### src/verilog/can_msgbuf_defines.vh
// constants for the message buffer length and control block
`ifndef CAN_MSGBUF_DEFINES_VH
`define CAN_MSGBUF_DEFINES_VH

// ****************************************************************
// geometry
// ****************************************************************
`define MB_COUNT          32
`define MB_IDX_W          5
`define MB_ADR_W          10
`define MB_STRIDE         8'h20
`define MB_LEN_OFF        5'h04
`define MB_CTL_OFF        5'h05

// ****************************************************************
// length register
// ****************************************************************
`define LEN_CODE_W        4
`define LEN_MAX_BYTES     4'h8
`define LEN_RESET         4'h0
`define LEN_STAMP_MIN     4'h2

// ****************************************************************
// control register fields
// ****************************************************************
`define CTL_REMOTE_FLAG   7
`define CTL_AUTO_ANSWER   6
`define CTL_STAMP_INSERT  5
`define CTL_IRQ_ENABLE    4
`define CTL_OVERWRITE     3
`define CTL_BUS_R1        2
`define CTL_BUS_R0        1
`define CTL_FRAME_TYPE    0
`define CTL_RESET         8'h00

// ****************************************************************
// event codes on the interrupt request port
// ****************************************************************
`define EVT_RX_STORED     2'h0
`define EVT_TX_SENT       2'h1
`define EVT_REMOTE_DONE   2'h2

`endif

### src/verilog/can_msgbuf_length_control.v
// length code and frame control registers of the 32 message buffers
`timescale 1ns/10ps
`include "can_msgbuf_defines.vh"

// How it works
// 4-bit length code; codes above eight mean eight
// receive writes frame byte count to length
// registers reached only as single byte accesses
// extended remote frame stored: length becomes zero
// software writes zero to reserved bits
// control bits: flag, answer, stamp, irq, overwrite, frame
// remote frame with flag enable sets done
// flag enable set: auto-answer bit ignored
// flag enable clear: no notify for remote
// auto-answer bit enables automatic remote answering
// auto-answer only for transmit buffers
// remote frame type forces auto-answer off
// stamp insert applies to transmit buffers
// stamp replaces last two bytes when length two+
// bus r1/r0 copied into control bits 2/1
// per-buffer interrupt enable gates requests
// overwrite bit marks store onto done buffer
// frame type bit selects remote frame sending
// interrupt on send, receive, or flagged remote
// buffers 0x20 apart, control one above length
module can_msgbuf_length_control (
   // clock and reset
   input  wire        clk_i,
   input  wire        rst_i,
   // wishbone slave, 8-bit data
   input  wire        cyc_i,
   input  wire        stb_i,
   input  wire        we_i,
   input  wire [9:0]  adr_i,
   input  wire        sel_i,
   input  wire [7:0]  dat_i,
   output reg  [7:0]  dat_o,
   output reg         ack_o,
   // receive store from the protocol engine
   input  wire        rx_store_i,
   input  wire [4:0]  rx_buf_i,
   input  wire [3:0]  rx_dlc_i,
   input  wire        rx_ide_i,
   input  wire        rx_rtr_i,
   input  wire        rx_r1_i,
   input  wire        rx_r0_i,
   // done flags and buffer direction from the status block
   input  wire [31:0] done_flags_i,
   input  wire [31:0] buf_is_tx_i,
   // remote frame matched to a buffer
   input  wire        rmt_rx_i,
   input  wire [4:0]  rmt_buf_i,
   // transmit side
   input  wire        tx_sent_i,
   input  wire [4:0]  tx_buf_i,
   input  wire [2:0]  tx_byte_idx_i,
   input  wire [7:0]  tx_data_i,
   input  wire        tx_sof_i,
   input  wire [15:0] tstamp_i,
   output reg  [3:0]  tx_len_o,
   output reg         tx_remote_o,
   output reg         tx_stamp_o,
   output reg  [7:0]  tx_byte_o,
   // events towards status and interrupt logic
   output reg         done_set_o,
   output reg         answer_req_o,
   output reg  [4:0]  event_buf_o,
   output reg         irq_req_o,
   output reg  [1:0]  irq_kind_o,
   output reg  [4:0]  irq_buf_o
);

// ****************************************************************
// bus decode
// ****************************************************************
wire [4:0] bus_buf;
wire [4:0] bus_off;
wire       bus_req;
wire       bus_wr;
wire       hit_len;
wire       hit_ctl;

assign bus_buf = adr_i[9:5];
assign bus_off = adr_i[4:0];
// one new request per handshake; the ack cycle itself is not a new request
assign bus_req = cyc_i & stb_i & ~ack_o;
// byte lane must be active, every access is one byte wide
// sel_i low is still acked, but nothing is written
assign bus_wr  = bus_req & we_i & sel_i;
assign hit_len = (bus_off == `MB_LEN_OFF);
assign hit_ctl = (bus_off == `MB_CTL_OFF);

// ****************************************************************
// per-buffer storage
// ****************************************************************
wire [127:0] len_all;
wire [255:0] ctl_all;
wire [3:0]   rx_len;

// extended-id remote frames always land with a zero length
assign rx_len = (rx_ide_i & rx_rtr_i) ? `LEN_RESET : rx_dlc_i;   // see

genvar g;
generate
   for (g = 0; g < `MB_COUNT; g = g + 1) begin : entry
      reg  [3:0] len;
      reg  [7:0] ctl;
      wire       sel_me;
      wire       rx_me;

      // compare at full width, the loop index is a 32-bit integer
      assign sel_me = ({27'h0, bus_buf} == g);
      assign rx_me  = rx_store_i & ({27'h0, rx_buf_i} == g);
      assign len_all[g*4 +: 4] = len;
      assign ctl_all[g*8 +: 8] = ctl;

      always @(posedge clk_i) begin
         if (rst_i) begin
            len <= `LEN_RESET;
            ctl <= `CTL_RESET;
         end else begin
            // upper length bits are reserved and not kept
            if (bus_wr & sel_me & hit_len) begin
               len <= dat_i[3:0];
            end
            // reserved control bits 2:1 stay writable; a store overwrites them
            if (bus_wr & sel_me & hit_ctl) begin
               ctl <= dat_i;
            end
            // placed last so a store wins over a same-cycle write
            if (rx_me) begin
               len <= rx_len;
               ctl[`CTL_BUS_R1]    <= rx_r1_i;
               ctl[`CTL_BUS_R0]    <= rx_r0_i;
               ctl[`CTL_OVERWRITE] <= done_flags_i[g];
            end
         end
      end
   end
endgenerate

// ****************************************************************
// register read and acknowledge
// ****************************************************************
reg [7:0] next_dat;

always @* begin
   next_dat = 8'h00;
   case (bus_off)
      `MB_LEN_OFF: begin
         next_dat = {4'h0, len_all[{bus_buf, 2'b00} +: 4]};
      end
      `MB_CTL_OFF: begin
         next_dat = ctl_all[{bus_buf, 3'b000} +: 8];
      end
      default: begin
         // unmapped offsets read as zero
         next_dat = 8'h00;
      end
   endcase
end

always @(posedge clk_i) begin
   if (rst_i) begin
      ack_o <= 1'b0;
      dat_o <= 8'h00;
   end else begin
      // unmapped offsets still answer, reading zero
      ack_o <= bus_req;
      if (bus_req & ~we_i) begin
         dat_o <= next_dat;
      end
   end
end

// ****************************************************************
// remote frame reaching a buffer
// ****************************************************************
wire [7:0] rmt_ctl;
wire       rmt_tx;
wire       rmt_flag;
wire       rmt_answer;

assign rmt_ctl  = ctl_all[{rmt_buf_i, 3'b000} +: 8];
assign rmt_tx   = buf_is_tx_i[rmt_buf_i];
assign rmt_flag = rmt_rx_i & rmt_tx & rmt_ctl[`CTL_REMOTE_FLAG];
// answer bit matters only on transmit buffers, without flag enable,
// and never for a buffer that itself sends remote frames
assign rmt_answer = rmt_rx_i & rmt_tx
                  & ~rmt_ctl[`CTL_REMOTE_FLAG]
                  & ~rmt_ctl[`CTL_FRAME_TYPE]
                  & rmt_ctl[`CTL_AUTO_ANSWER];

// status and answer logic act on these pulses; this block only decides
always @(posedge clk_i) begin
   if (rst_i) begin
      done_set_o   <= 1'b0;
      answer_req_o <= 1'b0;
      event_buf_o  <= 5'h00;
   end else begin
      // flag enable clear without answer: no done or answer pulse, only event_buf_o is loaded
      done_set_o   <= rmt_flag;                              // see
      answer_req_o <= rmt_answer;
      if (rmt_rx_i) begin
         event_buf_o <= rmt_buf_i;
      end
   end
end

// ****************************************************************
// interrupt requests
// ****************************************************************
wire [7:0] rx_ctl;
wire [7:0] sent_ctl;
wire       rx_ie;
wire       tx_ie;
wire       rmt_ie;
reg  [1:0] next_irq_kind;
reg  [4:0] next_irq_buf;

assign rx_ctl   = ctl_all[{rx_buf_i, 3'b000} +: 8];
assign sent_ctl = ctl_all[{tx_buf_i, 3'b000} +: 8];
assign rx_ie    = rx_store_i & rx_ctl[`CTL_IRQ_ENABLE];
assign tx_ie    = tx_sent_i & sent_ctl[`CTL_IRQ_ENABLE];
assign rmt_ie   = rmt_flag & rmt_ctl[`CTL_IRQ_ENABLE];

// one request per cycle; receive first, then send, then remote.
// a losing event gets no request of its own, so software must poll
// status when several buffers finish in the same cycle
always @* begin
   next_irq_kind = irq_kind_o;
   next_irq_buf  = irq_buf_o;
   if (rx_ie) begin
      next_irq_kind = `EVT_RX_STORED;
      next_irq_buf  = rx_buf_i;
   end else if (tx_ie) begin
      next_irq_kind = `EVT_TX_SENT;
      next_irq_buf  = tx_buf_i;
   end else if (rmt_ie) begin
      next_irq_kind = `EVT_REMOTE_DONE;
      next_irq_buf  = rmt_buf_i;
   end
end

always @(posedge clk_i) begin
   if (rst_i) begin
      irq_req_o  <= 1'b0;
      irq_kind_o <= `EVT_RX_STORED;
      irq_buf_o  <= 5'h00;
   end else begin
      irq_req_o  <= rx_ie | tx_ie | rmt_ie;
      irq_kind_o <= next_irq_kind;
      irq_buf_o  <= next_irq_buf;
   end
end

// ****************************************************************
// transmit view of the selected buffer
// ****************************************************************
reg  [15:0] stamp_q;
wire [3:0]  tx_code;
wire [7:0]  tx_ctl;
wire [3:0]  tx_bytes;
wire        tx_ins;
reg  [7:0]  next_byte;

assign tx_code  = len_all[{tx_buf_i, 2'b00} +: 4];
assign tx_ctl   = ctl_all[{tx_buf_i, 3'b000} +: 8];
assign tx_bytes = (tx_code > `LEN_MAX_BYTES) ? `LEN_MAX_BYTES : tx_code;
assign tx_ins   = tx_ctl[`CTL_STAMP_INSERT] & buf_is_tx_i[tx_buf_i]
                & (tx_bytes >= `LEN_STAMP_MIN);

// tx outputs follow the selected buffer one cycle late; the frame
// engine must hold tx_buf_i steady for the whole frame
// stored bytes in the last two slots are dropped, high stamp byte first
always @* begin
   next_byte = tx_data_i;
   if (tx_ins & ({1'b0, tx_byte_idx_i} == tx_bytes - 4'h2)) begin
      next_byte = stamp_q[15:8];
   end else if (tx_ins & ({1'b0, tx_byte_idx_i} == tx_bytes - 4'h1)) begin
      next_byte = stamp_q[7:0];
   end
end

always @(posedge clk_i) begin
   if (rst_i) begin
      stamp_q     <= 16'h0000;
      tx_len_o    <= `LEN_RESET;
      tx_remote_o <= 1'b0;
      tx_stamp_o  <= 1'b0;
      tx_byte_o   <= 8'h00;
   end else begin
      // counter value frozen at start of frame
      if (tx_sof_i) begin
         stamp_q <= tstamp_i;
      end
      tx_len_o    <= tx_bytes;
      tx_remote_o <= tx_ctl[`CTL_FRAME_TYPE];
      tx_stamp_o  <= tx_ins;
      tx_byte_o   <= next_byte;
   end
end

endmodule

### config.mk
export PLATFORM = sky130hd
export DESIGN_NAME = can_msgbuf_length_control
export DESIGN_NICKNAME = d
export VERILOG_FILES = /design/src/verilog/can_msgbuf_length_control.v
export VERILOG_INCLUDE_DIRS = /design/src /design/src/verilog
export SDC_FILE = /design/constraint.sdc
export NUM_CORES = 1
export LEC_CHECK = 0
export BUFFER_PORTS_ARGS = -buffer_cell sky130_fd_sc_hd__buf_2
export CAP_MARGIN = 0
export CORE_MARGIN = 1
export CORE_UTILIZATION = 30
export DETAILED_ROUTE_END_ITERATION = 10
export GPL_TIMING_DRIVEN = 1
export SYNTH_ARGS = -nofsm -noshare
export SYNTH_HDL_FRONTEND = slang
export SYNTH_SLANG_ARGS = --single-unit
### constraint.sdc
create_clock -name clk_i -period 3.2 [get_ports clk_i]
set_input_delay 0.32 -clock clk_i [delete_from_list [all_inputs] [get_ports clk_i]]
set_output_delay 0.32 -clock clk_i [all_outputs]
set_load 0.005 [all_outputs]
==> run metrics <==
run status=completed; pre-CTS setup slack=-0.585 ns; worst slew pin tran=1.15 ns; post-layout util=36.8%; asr flop ratio synth=0%; grt ovf=0; Final Setup Violations=0; top cell type's share of synthesized area=35.5%; 1st-iter DRT viols=3,112; Lkg Pwr=10.1 nW; Fin Hold WS=0.0145 ns; initial antenna violation count=4; die width=289 µm; CP Capture Type=flop; Crit path largest cell delay=0.64 ns; drt wl/cell=24.9 µm; first-pass GRT wire length=146,000 µm; Rows=104; share of cells above drive strength 1=26.2%; Final Hold Viols=0; critical path startpoint category=flop; Die Y=289 µm; crit path kind=reg -> reg; most common flop cell mapped by yosys=dfxtp_1; max-cap viol count=0; Clk Latency, worst-skew pair=0.61 ns; Crit path arrival time=3.61 ns; clock sink count=438; Max Slew Vio Count=0; Avg Vias per Cell=5.91; Area contributors post-synth=dfxtp_1 36%, mux4_2 19%, mux2i_1 6.5%; GRT Total Usage=23.3%; post-route cell area=29,800 µm²; number of synthesized flops with an enable pin=0; cell family with most CP delay=simple AND/OR/NAND/NOR gates; Syn Nets=2,833; CTS Root Cell=clkbuf_16; CP cell instances=mux4_2, o22ai_2, or4_4, nand2_2, buf_4, ha_2, inv_1, buf_4, or3_1, o211a_1, buf_4, o41ai_1, a31oi_1; hold crit path type=in -> reg; Synth Cell Area=24,700 µm²; Initial Utilization=30.5%; Placer Congestion=0.964; fmax=0.317 GHz; Core Area=80,900 µm²; I/O pin cnt=180; pwr/cell area=435 nW/µm²; area grow syn2layout=20.9%; Power, Total=0.0130 W; Synthesis Warnings=0; largest net degree at the start of global routing=180; IO buf count=179; fin nets=3,056; most frequent cells in the layout=432 x dfxtp_1, 385 x nor2_1, 318 x nand2_1; via count=23.7k; vias in the first global route=22.0k; DRC viols=0; CP dominant cell by count=buf_4; CP Buf/Inv Count=4; leading area contributor after synthesis=dfxtp_1; Req. time, crit path=3.65 ns; DIE AREA=83,400 µm²; final worst path period share=98.7%; post-route ant nets=0; largest buffer count on any clock path=3; CTS clk-pin slew, worst paths=0.07 ns; Post-DP Area=27,700 µm²; Final Skew=0.0290 ns; post-synthesis sequential area ratio=35.5%; Post-Route WL=99,600 µm; worst rel slew slack=23.3%; Worst VDD drop=348 µV; post-DP HPWL=72,100 µm; Netlist cell types=63; level count of the clock H-tree=2; syn_area_per_cell=9.18 µm²; RSZ-0062 raised after global routing=true; CTS tree=built; synthesized netlist cell count=2,687; Yosys reg bits=438; Initial DRT Pass Iterations=6; fin worst setup slack=0.0427 ns; CP max stage cell=or4_4; CTS Buf Count=47; minimum clock period=3.16 ns; most common library cell in the layout ignoring fill and taps=dfxtp_1; CP Max Fanout=8
-- through the flow --
stage / std cells / setup TNS, ns
global placement: 3896 / -4.11
detailed placement: 3896 / -5.26
floorplan: 2687 / 0
global route: 4004 / -0.193
finish: 4005 / 0
CTS: 4001 / 0
-- area by class of cell --
cell class	instances	area, µm²
Clock inverter	27	362
Sequential cell	438	8780
Fill cell	8176	51100
Tap cell	1060	1330
Multi-Input combinational cell	1968	15000
Inverter	29	109
Clock buffer	56	1250
Antenna cell	1	2.50
Timing Repair Buffer	426	2980
-- routing by layer --
layer	global-route usage [%]	share of wire (%)	wire, µm
met1	31.5	40	40100
met2	34.7	43	43200
met3	7.31	13	12800
met4	8.18	3.5	3490
met5	0	0.038	38
-- worst register-to-register path: stages (launching register included) --
cell and delay [ns]:
dfxtp_1 0.35, mux4_2 0.27, o22ai_2 0.09, or4_4 0.64, nand2_2 0.11, buf_4 0.11
ha_2 0.17, inv_1 0.05, buf_4 0.13, or3_1 0.33, o211a_1 0.15, buf_4 0.18
o41ai_1 0.35, a31oi_1 0.08
-- synth_stat cells (4+ instances only) --
cell type / number
a31oi_1: 31
o22ai_1: 42
dfxtp_1: 438
nand2b_1: 11
or2_2: 4
a311oi_1: 57
o31ai_1: 8
and3_1: 12
a21boi_0: 16
nor2b_1: 8
nor4_1: 7
nand3_1: 163
inv_1: 24
o21ai_0: 54
nor3_2: 17
buf_1: 33
nand2_1: 320
mux2i_1: 160
mux4_2: 211
buf_4: 4
nand4_1: 14
ha_1: 4
clkbuf_1: 190
buf_6: 7
o41ai_1: 8
nor3_1: 16
a221oi_1: 40
and2_0: 4
a21oi_1: 209
nand3b_1: 6
buf_2: 18
nor3b_1: 7
a32oi_1: 20
and2_1: 14
a211oi_1: 51
o311ai_0: 5
nand4b_1: 4
mux4_1: 5
nor2_1: 385
a22oi_1: 19
-- logic make-up (layout without fill, tap and decap cells) --
group	after synthesis	count (layout)	share of synthesized area, %
AO/OA/AOI/OAI	578	578	15.3
flip-flops	438	438	35.5
other	0	1	0
adder cells (fa/ha/maj)	4	4	0.203
buffers and inverters	281	538	4.64
XOR/XNOR	3	3	0.107
multiplexers	378	378	26.4
AND/OR/NAND/NOR	1005	1005	17.9
-- final timing paths --
kind	startpoint	to	slack, ns	cells past startpoint
max	entry[23].len[3]	tx_byte_o[0]	0.04	13
min	tstamp_i[12]	stamp_q[12]	0.01	3
max reg2reg	entry[23].len[3]	tx_byte_o[0]	0.04	13
min reg2reg	entry[6].ctl[7]	entry[6].ctl[7]	0.46	2
-- sequential cells by signal, indices dropped and copies added (netlist names) --
name,flops
entry.ctl,256
entry.len,128
stamp_q,16
dat_o,8
tx_byte_o,8
event_buf_o,5
irq_buf_o,5
tx_len_o,4
irq_kind_o,2
ack_o,1
answer_req_o,1
done_set_o,1
irq_req_o,1
tx_remote_o,1
tx_stamp_o,1
-- what timing repair did --
action                                  CTS  global route
hold endpoints to repair                 22             0
endpoints found under the setup margin    8             9
pin swaps                                 1            12
setup buffers                             0             3
cloned                                    0             1
hold buffers                             22             0
gates resized for setup                   7            51
-- power by group --
part / total, W / internal, W / switching (W)
logic: 0.00155 / 0.000550 / 0.000998
registers: 0.00555 / 0.00551 / 0.0000369
clock network: 0.00589 / 0.00343 / 0.00246
total: 0.0130 / 0.00950 / 0.00349
(Power assumes the default switching activity.)
